==> src/dma_xfer_pkg.sv <==
// dma_xfer_pkg: register map, field layout, reset values and encodings of the
// per-channel transfer parameter block.
// assumes a single 32-bit register port on one clock.
package dma_xfer_pkg;
    localparam int          ADDR_W            = 12;
    // register byte addresses (channel 0)
    localparam logic [11:0] SRC_ADDR_OFF      = 12'h0304;
    localparam logic [11:0] DST_ADDR_OFF      = 12'h030c;
    localparam logic [11:0] XFER_CTRL_OFF     = 12'h0314;
    localparam logic [11:0] CPP_OFF           = 12'h031c;
    localparam logic [11:0] CHAN_CTRL_OFF     = 12'h0320;
    // transfer control field positions
    localparam int          SOURCE_PORT_SELECT_LSB      = 30;
    localparam int          DEST_PORT_SELECT_LSB      = 28;
    localparam int          ENDIAN_LSB        = 26;
    localparam int          BC_W              = 24;
    // command packet pointer field positions
    localparam int          NCP_LSB           = 5;
    localparam int          LAST_BIT          = 0;
    // channel control bit positions
    localparam int          GO_BIT            = 31;
    localparam int          CHAIN_BIT         = 30;
    localparam int          ACTIVE_BIT        = 23;
    // reset values
    localparam logic [31:0] ADDR_RST          = 32'h0000_0000;
    localparam logic [23:0] BC_RST            = 24'h00_0000;
    localparam logic [1:0]  PORT_RST          = 2'h0;
    localparam logic [1:0]  ENDIAN_RST        = 2'h2;
    // port encodings
    localparam logic [1:0]  PORT_PCI1         = 2'h0;
    localparam logic [1:0]  PORT_PCI2         = 2'h1;
    localparam logic [1:0]  PORT_PROC         = 2'h2;
    localparam logic [1:0]  PORT_RSVD         = 2'h3;
    // endian conversion modes
    localparam logic [1:0]  END_LITTLE        = 2'h0;
    localparam logic [1:0]  END_PROC_LITTLE   = 2'h1;
    localparam logic [1:0]  END_BIG           = 2'h2;
    localparam logic [1:0]  END_TRUE_LITTLE   = 2'h3;
    localparam int          BEAT_BYTES        = 8;
    localparam int          FIFO_DEPTH        = 32;
    // engine states
    typedef enum logic [2:0] {ST_IDLE, ST_FETCH, ST_DIRECT, ST_NEXT} eng_state_t;
endpackage : dma_xfer_pkg

==> src/dma_beat_fifo.sv <==
// dma_beat_fifo: synchronous FIFO carrying beats from the source side to the
// destination side. one clock; valid/ready on both sides.
module dma_beat_fifo #(
    parameter int WIDTH = 64,
    parameter int DEPTH = 32
) (
    input  wire logic             clk_sys,
    input  wire logic             rstn,
    input  wire logic             in_valid,
    output logic                  in_ready,
    input  wire logic [WIDTH-1:0] in_data,
    output logic                  out_valid,
    input  wire logic             out_ready,
    output logic      [WIDTH-1:0] out_data
);
    localparam int AW = $clog2(DEPTH);
    logic [WIDTH-1:0] mem [DEPTH];
    logic [AW-1:0]    wr_ptr_reg;
    logic [AW-1:0]    rd_ptr_reg;
    logic [AW:0]      count_reg;
    wire              push = in_valid && in_ready;
    wire              pop  = out_valid && out_ready;

    // full and empty straight from the occupancy count
    // depth compared at count width: a pointer-width cast of 32 would wrap to 0
    assign in_ready  = (count_reg != (AW+1)'(DEPTH));
    assign out_valid = (count_reg != '0);
    assign out_data  = mem[rd_ptr_reg];

    always_ff @(posedge clk_sys) begin
        if (push) begin
            mem[wr_ptr_reg] <= in_data;
        end
    end

    // pointers wrap naturally since depth is a power of two
    always_ff @(posedge clk_sys or negedge rstn) begin
        if (!rstn) begin
            wr_ptr_reg <= '0;
            rd_ptr_reg <= '0;
            count_reg  <= '0;
        end else begin
            if (push) wr_ptr_reg <= wr_ptr_reg + AW'(1);
            if (pop)  rd_ptr_reg <= rd_ptr_reg + AW'(1);
            count_reg <= count_reg + (AW+1)'(push) - (AW+1)'(pop);
        end
    end
endmodule : dma_beat_fifo

==> src/dma_transfer_params.sv <==
// dma_transfer_params: one DMA channel's transfer parameters (source and
// destination address, transfer control, command packet pointer) with the
// small engine that advances them and a beat FIFO in the data path.
// assumes a register port with one-cycle strobes, read data one cycle later,
// and a memory side that answers packet fetches and moves 8-byte beats.
// Operation
// - destination address register per channel
// - writes ignored while channel active
// - engine updates registers showing progress
// - store dest bits 31:3, low bits from source
// - source port 00 pci1 01 pci2 10 proc
// - destination port same encoding as source
// - single-pci variant: codes 01, 11 reserved
// - endian mode on proc-pci, resets to 10
// - equal ports force little-endian conversion
// - nonzero count in list mode: direct first
// - byte count tracks bytes remaining
// - next packet pointer bits 31:5, 32-byte aligned
// - last flag: 0 more, 1 final item
// - pointer loaded at list start, then constant; here reloaded from each fetched packet
// - direct by software, list mode loads packets
// - chain bit 0 direct, 1 linked list
// - source address on source port bus; here no source address output, only dst_beat_addr leaves the block
//
// Our own choice: the address-and-strobe port.
module dma_transfer_params
    import dma_xfer_pkg::*;
#(
    parameter bit SINGLE_PCI = 1'b0,
    parameter int DATA_W     = 64,
    parameter int DEPTH      = FIFO_DEPTH
) (
    input  wire logic              clk_sys,
    input  wire logic              rstn,
    input  wire logic              first_pci_reset_n,
    // register port
    input  wire logic [ADDR_W-1:0] reg_addr,
    input  wire logic [31:0]       reg_wdata,
    input  wire logic              reg_wr,
    input  wire logic              reg_rd,
    output logic      [31:0]       reg_rdata,
    // command packet fetch
    output logic                   pkt_req,
    output logic      [31:0]       pkt_addr,
    output logic                   pkt_port,
    input  wire logic              pkt_valid,
    input  wire logic [31:0]       pkt_src_addr,
    input  wire logic [31:0]       pkt_dst_addr,
    input  wire logic [31:0]       pkt_xfer_ctrl,
    input  wire logic [31:0]       pkt_next_ptr,
    input  wire logic              packet_list_port,
    // source beats in, destination beats out
    input  wire logic              src_valid,
    output logic                   src_ready,
    input  wire logic [DATA_W-1:0] src_data,
    output logic                   dst_valid,
    input  wire logic              dst_ready,
    output logic      [DATA_W-1:0] dst_data,
    output logic      [31:0]       dst_beat_addr,
    output logic      [1:0]        source_port_select,
    output logic      [1:0]        dest_port_select,
    output logic      [1:0]        endian_effective,
    output logic                   port_select_error,
    output logic                   channel_active,
    output logic                   transfer_done
);
    logic [31:0]   source_address_reg;
    logic [31:3]   dest_byte_address_reg;
    logic [1:0]    source_port_select_reg;
    logic [1:0]    dest_port_select_reg;
    logic [1:0]    endian_reg;
    logic [BC_W-1:0] byte_count_reg;
    logic [31:5]   next_packet_address_reg;
    logic          last_item_reg;
    logic          chain_reg;
    logic          pkt_req_reg;
    logic          done_reg;
    logic [31:0]   rdata_reg;
    eng_state_t    state_reg;
    eng_state_t    state_next;

    // decode: one-hot selects per register
    wire sel_src  = (reg_addr == SRC_ADDR_OFF);
    wire sel_dst  = (reg_addr == DST_ADDR_OFF);
    wire sel_xc   = (reg_addr == XFER_CTRL_OFF);
    wire sel_cpp  = (reg_addr == CPP_OFF);
    wire sel_cc   = (reg_addr == CHAN_CTRL_OFF);
    wire active   = (state_reg != ST_IDLE);
    // parameter writes only land while idle; engine owns them otherwise
    wire wr_ok    = reg_wr && !active;
    wire go       = reg_wr && sel_cc && reg_wdata[GO_BIT] && !active;
    wire go_chain = reg_wdata[CHAIN_BIT];

    // read-back view of each register, low destination bits mirror the source
    wire [31:0] dst_view = {dest_byte_address_reg, source_address_reg[2:0]};
    wire [31:0] xc_view  = {source_port_select_reg, dest_port_select_reg, endian_reg, 2'h0, byte_count_reg};
    wire [31:0] cpp_view = {next_packet_address_reg, 4'h0, last_item_reg};
    wire [31:0] cc_view  = 32'({chain_reg, 7'h00, active}) << ACTIVE_BIT;
    wire [31:0] rd_mux   = sel_src ? source_address_reg :
                           sel_dst ? dst_view :
                           sel_xc  ? xc_view :
                           sel_cpp ? cpp_view :
                           sel_cc  ? cc_view : 32'h0000_0000;

    // port codes not present on this variant are flagged, never remapped
    function automatic logic port_bad(input logic [1:0] p);
        port_bad = (p == PORT_RSVD) || (SINGLE_PCI && p == PORT_PCI2);
    endfunction : port_bad

    // beat movement: one beat is consumed per accepted destination beat
    wire fifo_in_ready;
    wire fifo_out_valid;
    wire moving      = (state_reg == ST_DIRECT);
    wire beat_done   = dst_valid && dst_ready;
    wire [BC_W-1:0] step = (byte_count_reg > BC_W'(BEAT_BYTES)) ? BC_W'(BEAT_BYTES) : byte_count_reg;
    wire count_empty = (byte_count_reg == BC_RST);
    // destination moves by the same step as the source so the low bits stay paired
    wire [31:0] dst_step = dst_view + 32'(step);

    assign src_ready          = moving && fifo_in_ready;
    assign dst_valid          = moving && fifo_out_valid && !count_empty;
    assign dst_beat_addr      = dst_view;
    assign source_port_select = source_port_select_reg;
    assign dest_port_select   = dest_port_select_reg;
    // same-port moves are always little-endian
    assign endian_effective   = (source_port_select_reg == dest_port_select_reg) ? END_LITTLE : endian_reg;
    assign port_select_error  = port_bad(source_port_select_reg) || port_bad(dest_port_select_reg);
    assign pkt_req            = pkt_req_reg;
    assign pkt_addr           = cpp_view & 32'hffff_ffe0;
    assign pkt_port           = packet_list_port;
    assign channel_active     = active;
    assign transfer_done      = done_reg;
    assign reg_rdata          = rdata_reg;

    dma_beat_fifo #(
        .WIDTH (DATA_W),
        .DEPTH (DEPTH)
    ) u_fifo (
        .clk_sys   (clk_sys),
        .rstn      (rstn),
        .in_valid  (src_valid && moving),
        .in_ready  (fifo_in_ready),
        .in_data   (src_data),
        .out_valid (fifo_out_valid),
        .out_ready (beat_done),
        .out_data  (dst_data)
    );

    // engine sequencing: direct run, then packet fetches while list continues
    always_comb begin
        state_next = state_reg;
        case (state_reg)
            ST_IDLE: begin
                if (go) begin
                    // nonzero count in list mode runs a direct pass first
                    if (!go_chain || !count_empty) state_next = ST_DIRECT;
                    else                           state_next = ST_FETCH;
                end
            end
            ST_FETCH: begin
                if (pkt_valid) state_next = ST_DIRECT;
            end
            ST_DIRECT: begin
                if (count_empty && !fifo_out_valid) state_next = ST_NEXT;
            end
            ST_NEXT: begin
                if (chain_reg && !last_item_reg) state_next = ST_FETCH;
                else                             state_next = ST_IDLE;
            end
            default: state_next = ST_IDLE;
        endcase
    end

    always_ff @(posedge clk_sys or negedge rstn) begin
        if (!rstn) begin
            state_reg   <= ST_IDLE;
            pkt_req_reg <= 1'b0;
            done_reg    <= 1'b0;
            rdata_reg   <= 32'h0000_0000;
        end else begin
            state_reg   <= state_next;
            pkt_req_reg <= (state_next == ST_FETCH) && !pkt_valid;
            done_reg    <= (state_reg == ST_NEXT) && (state_next == ST_IDLE);
            rdata_reg   <= reg_rd ? rd_mux : 32'h0000_0000;
        end
    end

    // chain mode latches on every idle channel control write, go or not, and stays for the whole run
    always_ff @(posedge clk_sys or negedge rstn) begin
        if (!rstn) begin
            chain_reg <= 1'b0;
        end else if (reg_wr && sel_cc && !active) begin
            chain_reg <= reg_wdata[CHAIN_BIT];
        end
    end

    // addresses and count: software while idle, engine while running
    always_ff @(posedge clk_sys or negedge rstn) begin
        if (!rstn) begin
            source_address_reg    <= ADDR_RST;
            dest_byte_address_reg <= ADDR_RST[31:3];
            source_port_select_reg          <= PORT_RST;
            dest_port_select_reg          <= PORT_RST;
            byte_count_reg        <= BC_RST;
        end else if (state_reg == ST_FETCH && pkt_valid) begin
            source_address_reg    <= pkt_src_addr;
            dest_byte_address_reg <= pkt_dst_addr[31:3];
            source_port_select_reg          <= pkt_xfer_ctrl[SOURCE_PORT_SELECT_LSB +: 2];
            dest_port_select_reg          <= pkt_xfer_ctrl[DEST_PORT_SELECT_LSB +: 2];
            byte_count_reg        <= pkt_xfer_ctrl[BC_W-1:0];
        end else if (beat_done) begin
            // progress is visible through the same registers
            source_address_reg    <= source_address_reg + 32'(step);
            dest_byte_address_reg <= dst_step[31:3];
            byte_count_reg        <= byte_count_reg - step;
        end else if (wr_ok) begin
            if (sel_src) source_address_reg    <= reg_wdata;
            if (sel_dst) dest_byte_address_reg <= reg_wdata[31:3];
            if (sel_xc) begin
                source_port_select_reg   <= reg_wdata[SOURCE_PORT_SELECT_LSB +: 2];
                dest_port_select_reg   <= reg_wdata[DEST_PORT_SELECT_LSB +: 2];
                byte_count_reg <= reg_wdata[BC_W-1:0];
            end
        end
    end

    // endian mode lives on the first pci reset, not the global one
    always_ff @(posedge clk_sys or negedge first_pci_reset_n) begin
        if (!first_pci_reset_n) begin
            endian_reg <= ENDIAN_RST;
        end else if (state_reg == ST_FETCH && pkt_valid) begin
            endian_reg <= pkt_xfer_ctrl[ENDIAN_LSB +: 2];
        end else if (wr_ok && sel_xc) begin
            endian_reg <= reg_wdata[ENDIAN_LSB +: 2];
        end
    end

    // pointer: loaded from each fetched packet, held constant during its run
    always_ff @(posedge clk_sys or negedge rstn) begin
        if (!rstn) begin
            next_packet_address_reg <= ADDR_RST[31:5];
            last_item_reg           <= 1'b0;
        end else if (state_reg == ST_FETCH && pkt_valid) begin
            next_packet_address_reg <= pkt_next_ptr[31:NCP_LSB];
            last_item_reg           <= pkt_next_ptr[LAST_BIT];
        end else if (wr_ok && sel_cpp) begin
            next_packet_address_reg <= reg_wdata[31:NCP_LSB];
            last_item_reg           <= reg_wdata[LAST_BIT];
        end
    end
endmodule : dma_transfer_params

==> config.mk <==
export PLATFORM = sky130hd
export DESIGN_NAME = dma_transfer_params
export DESIGN_NICKNAME = d
export VERILOG_FILES = /design/src/dma_xfer_pkg.sv /design/src/dma_beat_fifo.sv /design/src/dma_transfer_params.sv
export SDC_FILE = /design/constraint.sdc
export NUM_CORES = 2
export LEC_CHECK = 0
export BUFFER_PORTS_ARGS = -buffer_cell sky130_fd_sc_hd__buf_2
export CAP_MARGIN = 20
export CORE_ASPECT_RATIO = 1.1
export CORE_MARGIN = 2
export CORE_UTILIZATION = 50
export CTS_CLUSTER_DIAMETER = 60
export DETAILED_ROUTE_END_ITERATION = 8
export PLACE_DENSITY = 0.67
export REMOVE_ABC_BUFFERS = 1
export SLEW_MARGIN = 20
export SYNTH_ARGS = -nofsm -noshare
export SYNTH_HDL_FRONTEND = slang
export SYNTH_SLANG_ARGS = --single-unit
export TNS_END_PERCENT = 100
==> constraint.sdc <==
create_clock -name clk_sys -period 6.2 [get_ports clk_sys]
set_input_delay 0.62 -clock clk_sys [delete_from_list [all_inputs] [get_ports clk_sys]]
set_output_delay 0.62 -clock clk_sys [all_outputs]
set_load 0.02 [all_outputs]
==> impl_results.md <==
- TritonCTS Buffers: 218
- Nets@finish: 5197
- Final ANT Viol Nets: 0
- Achievable frequency: 175 MHz
- Reg2reg start: byte_count_reg[15]$_DFFE_PN0P_
- Ys Warns: 0
- Max_slew headroom: 0.249
- Max IR drop VDD: 0.308 mV
- Routed Wire Length: 230000 um
- Clock Skew: 0.0508 ns
- CTS Buffer Depth: 3
- Slowest stage delay, CP: 0.70 ns
- Power density cells: 314 mW/mm^2
- Async set-reset flop share out of synthesis: 0.0779
- Post-synthesis cell type count: 84
- Non-Filler Instances: 7463
- Die area: 0.182 mm^2
- Slew Limit Fails: 0
- Wire length of the first global-routing pass: 330000 um
- Syn Area/Cell: 20.7 um^2
- Post-Syn Area: 0.0892 mm^2
- CTS H-tree depth: 4
- Clock slew at reported path FFs: 0.06 ns
- Core Util, Final: 0.577
- Largest cells by area after synthesis: edfxtp_1, mux4_2, dfrtp_1
- Die height: 447 um
- I/O pins: 418
- Commonest non-fill, non-tap cells in the layout: edfxtp_1, mux4_2, buf_2
- Die X: 407 um
- CP Max Fanout: 8
- Final estimated routing congestion in global placement: 0.942
- Rows: 162
- Synthesized instance count: 4318
- Tmin final: 5.70 ns
- Vias in the first global route: 46541
- DR WL/cell: 30.8 um
- P_leak: 33.6 nW
- Hold depth: 3
- Final Cycle Share: 0.920
- Clk root buf: clkbuf_16
- Antenna violations before repair: 25
- Critical hold path startpoint: pkt_next_ptr[5]
- Grt total ovfl: 0
- DR vias: 46441
- Total GRT Usage: 0.254
- Commonest non-fill, non-tap cell in the layout: edfxtp_1
- Hold Crit Class: primary input to register
- Synth Area in Compound Gates: 0.0314
- Skew-Pair Late Insertion Delay: 0.87 ns
- Kind of critical path: register to register
- Dpl hpwl: 129000 um
- Core region area: 0.177 mm^2
- Largest family of logic cells by synthesized area: multiplexers
- Final setup vio count: 0
- Ys flop type: edfxtp_1
- Initial DRC count: 5181
- Final hold violation count: 0
- R2r worst-path depth: 14
- Largest net degree at the start of global routing: 86
- Crit path DAT: 6.43 ns
- RSZ-0062 raised after global routing: no
- Multiplexer share of the synthesized area: 0.178
- Port Buffers: 401
- Share of layout cells above drive strength 1: 0.321
- Most area-hungry cell type in the Yosys netlist: edfxtp_1
- DR DRC count: 0
- Critical-path cell list: or4_1, or4_1, a211oi_1, and2_1, ha_1, fa_1, and3_1, o2111ai_1, a31oi_1, o2111ai_1, a211oi_1, o21ai_0, o211a_1, o31a_1
- Status: completed
- Pre-antenna DRT Iters: 6
- Worst-path cell with the longest stage delay: or4_1
- Fillcell total: 12989
- R2R Setup Slk: 0.50 ns
- Total clock sinks: 2221
- Area share of the largest cell type after synthesis: 0.689
- XOR/XNOR Fraction of Synth Area: 0.00530
- Worst-Margin Slew: 1.13 ns
- Yosys reg bits: 2221
- Initial Utilization: 0.504
- CTS tree: done
- Vias per cell: 6.22
- Area Overhead vs Synth: 14.7%
- Reg2reg end: dest_byte_address_reg[30]$_DFFE_PN0P_
- Crit path required time: 6.92 ns
- DP Cell Count: 7015
- Adder-cell area share of the yosys netlist: 0.00802
- Worst hold endpoint: next_packet_address_reg[5]$_DFFE_PN0P_
- Crit path capture type: register
- Largest register FFs: 2048
- Final Power: 32.1 mW
- EDFF count, synth: 2048
- Startpoint types: register
- Register area share after synthesis: 0.738
- Post-synthesis simple-gate area fraction: 0.0270
- Setup repair bufs after CTS: 0
- Max-cap violations: 0
[routing by layer]
layer / up-vias / GRT usage / share of wire
met5: - / 0 / 0.00033
met4: 12 / 0.0903 / 0.035
met3: 426 / 0.0431 / 0.078
met2: 2202 / 0.425 / 0.50
met1: 24633 / 0.338 / 0.38
li1: 19168 / - / -
[cells in the mapped netlist, drive strengths merged, types with 20 or more instances]
cell type  count
clkbuf       145
nor2         186
ha            54
and3          30
a221oi        20
mux2          66
nor3          20
a31oi         50
nand2        172
xnor2         37
inv           31
dfrtp        172
mux2i         40
o21ai        105
o22ai         20
edfxtp      2048
nand3         24
buf           97
a21oi         98
mux4         653
[per-stage QoR]
stage	instance area, um^2	hold slack [ns]	setup slack (ns)	TNS, ns
after global placement	94900	0.425	0.708	0
after CTS	102000	0.00597	0.532	0
after global routing	102000	0.0464	0.281	0
final	102000	0.0649	0.497	0
after floorplan	88300	0.324	-15.29	-1048.40
after detailed placement	94900	0.426	0.596	0
[logic make-up (layout without fill, tap and decap cells)]
kind of cell / Yosys count / after routing
AOI/OAI and AO/OA: 431 / 431
muxes: 759 / 759
DFF: 2221 / 2221
xor gates and xnor gates: 54 / 54
and+or+nand+nor: 522 / 522
other: 2 / 48
adders and majority gates: 56 / 56
buffers and inverters: 273 / 994
[layout make-up]
| type | instances | area [um^2] | share of cell area |
|---|---|---|---|
| multi-input combinational | 1863 | 22700 | 0.221 |
| sequential | 2221 | 65800 | 0.644 |
| antenna | 7 | 17.5 | 0.000171 |
| clock buffer | 266 | 5760 | 0.0563 |
| tap | 2378 | 2980 | 0.0291 |
| timing repair buffer | 561 | 3690 | 0.0360 |
| inverter | 31 | 116 | 0.00114 |
| clock inverter | 136 | 1240 | 0.0121 |
[worst max-delay path by stage]
stage	startpoint	end	slack, ns	cells past startpoint
after floorplan	u_fifo.rd_ptr_reg[0]$_DFFE_PN0P_	dst_data[0]	-15.29	3
after detailed placement	byte_count_reg[14]$_DFFE_PN0P_	dest_byte_address_reg[30]$_DFFE_PN0P_	0.60	14
after global routing	byte_count_reg[15]$_DFFE_PN0P_	dest_byte_address_reg[30]$_DFFE_PN0P_	0.28	14
after global placement	byte_count_reg[14]$_DFFE_PN0P_	dest_byte_address_reg[30]$_DFFE_PN0P_	0.71	14
final	byte_count_reg[15]$_DFFE_PN0P_	dest_byte_address_reg[30]$_DFFE_PN0P_	0.50	14
after CTS	byte_count_reg[15]$_DFFE_PN0P_	dest_byte_address_reg[30]$_DFFE_PN0P_	0.53	14
[report_power, final]
part / internal, mW / total (mW) / switching, mW
sequential: 16.4 / 16.6 / 0.153
combinational: 1.26 / 2.62 / 1.36
clock: 7.29 / 12.9 / 5.62
[repair_timing]
item	in CTS	in global routing
resized for setup	0	0
hold buffers	39	0
endpoints found under the hold margin	99	0
[critical path, delay by kind of cell, from the launching register on]
kind / cells / cell delay [ns]
AO/OA/AOI/OAI: 8 / 2.88
AND/OR/NAND/NOR: 4 / 1.77
adder cells (fa/ha/maj): 2 / 0.47
flip-flops: 1 / 0.44
No activity file was read; power rests on OpenSTA's default activity.
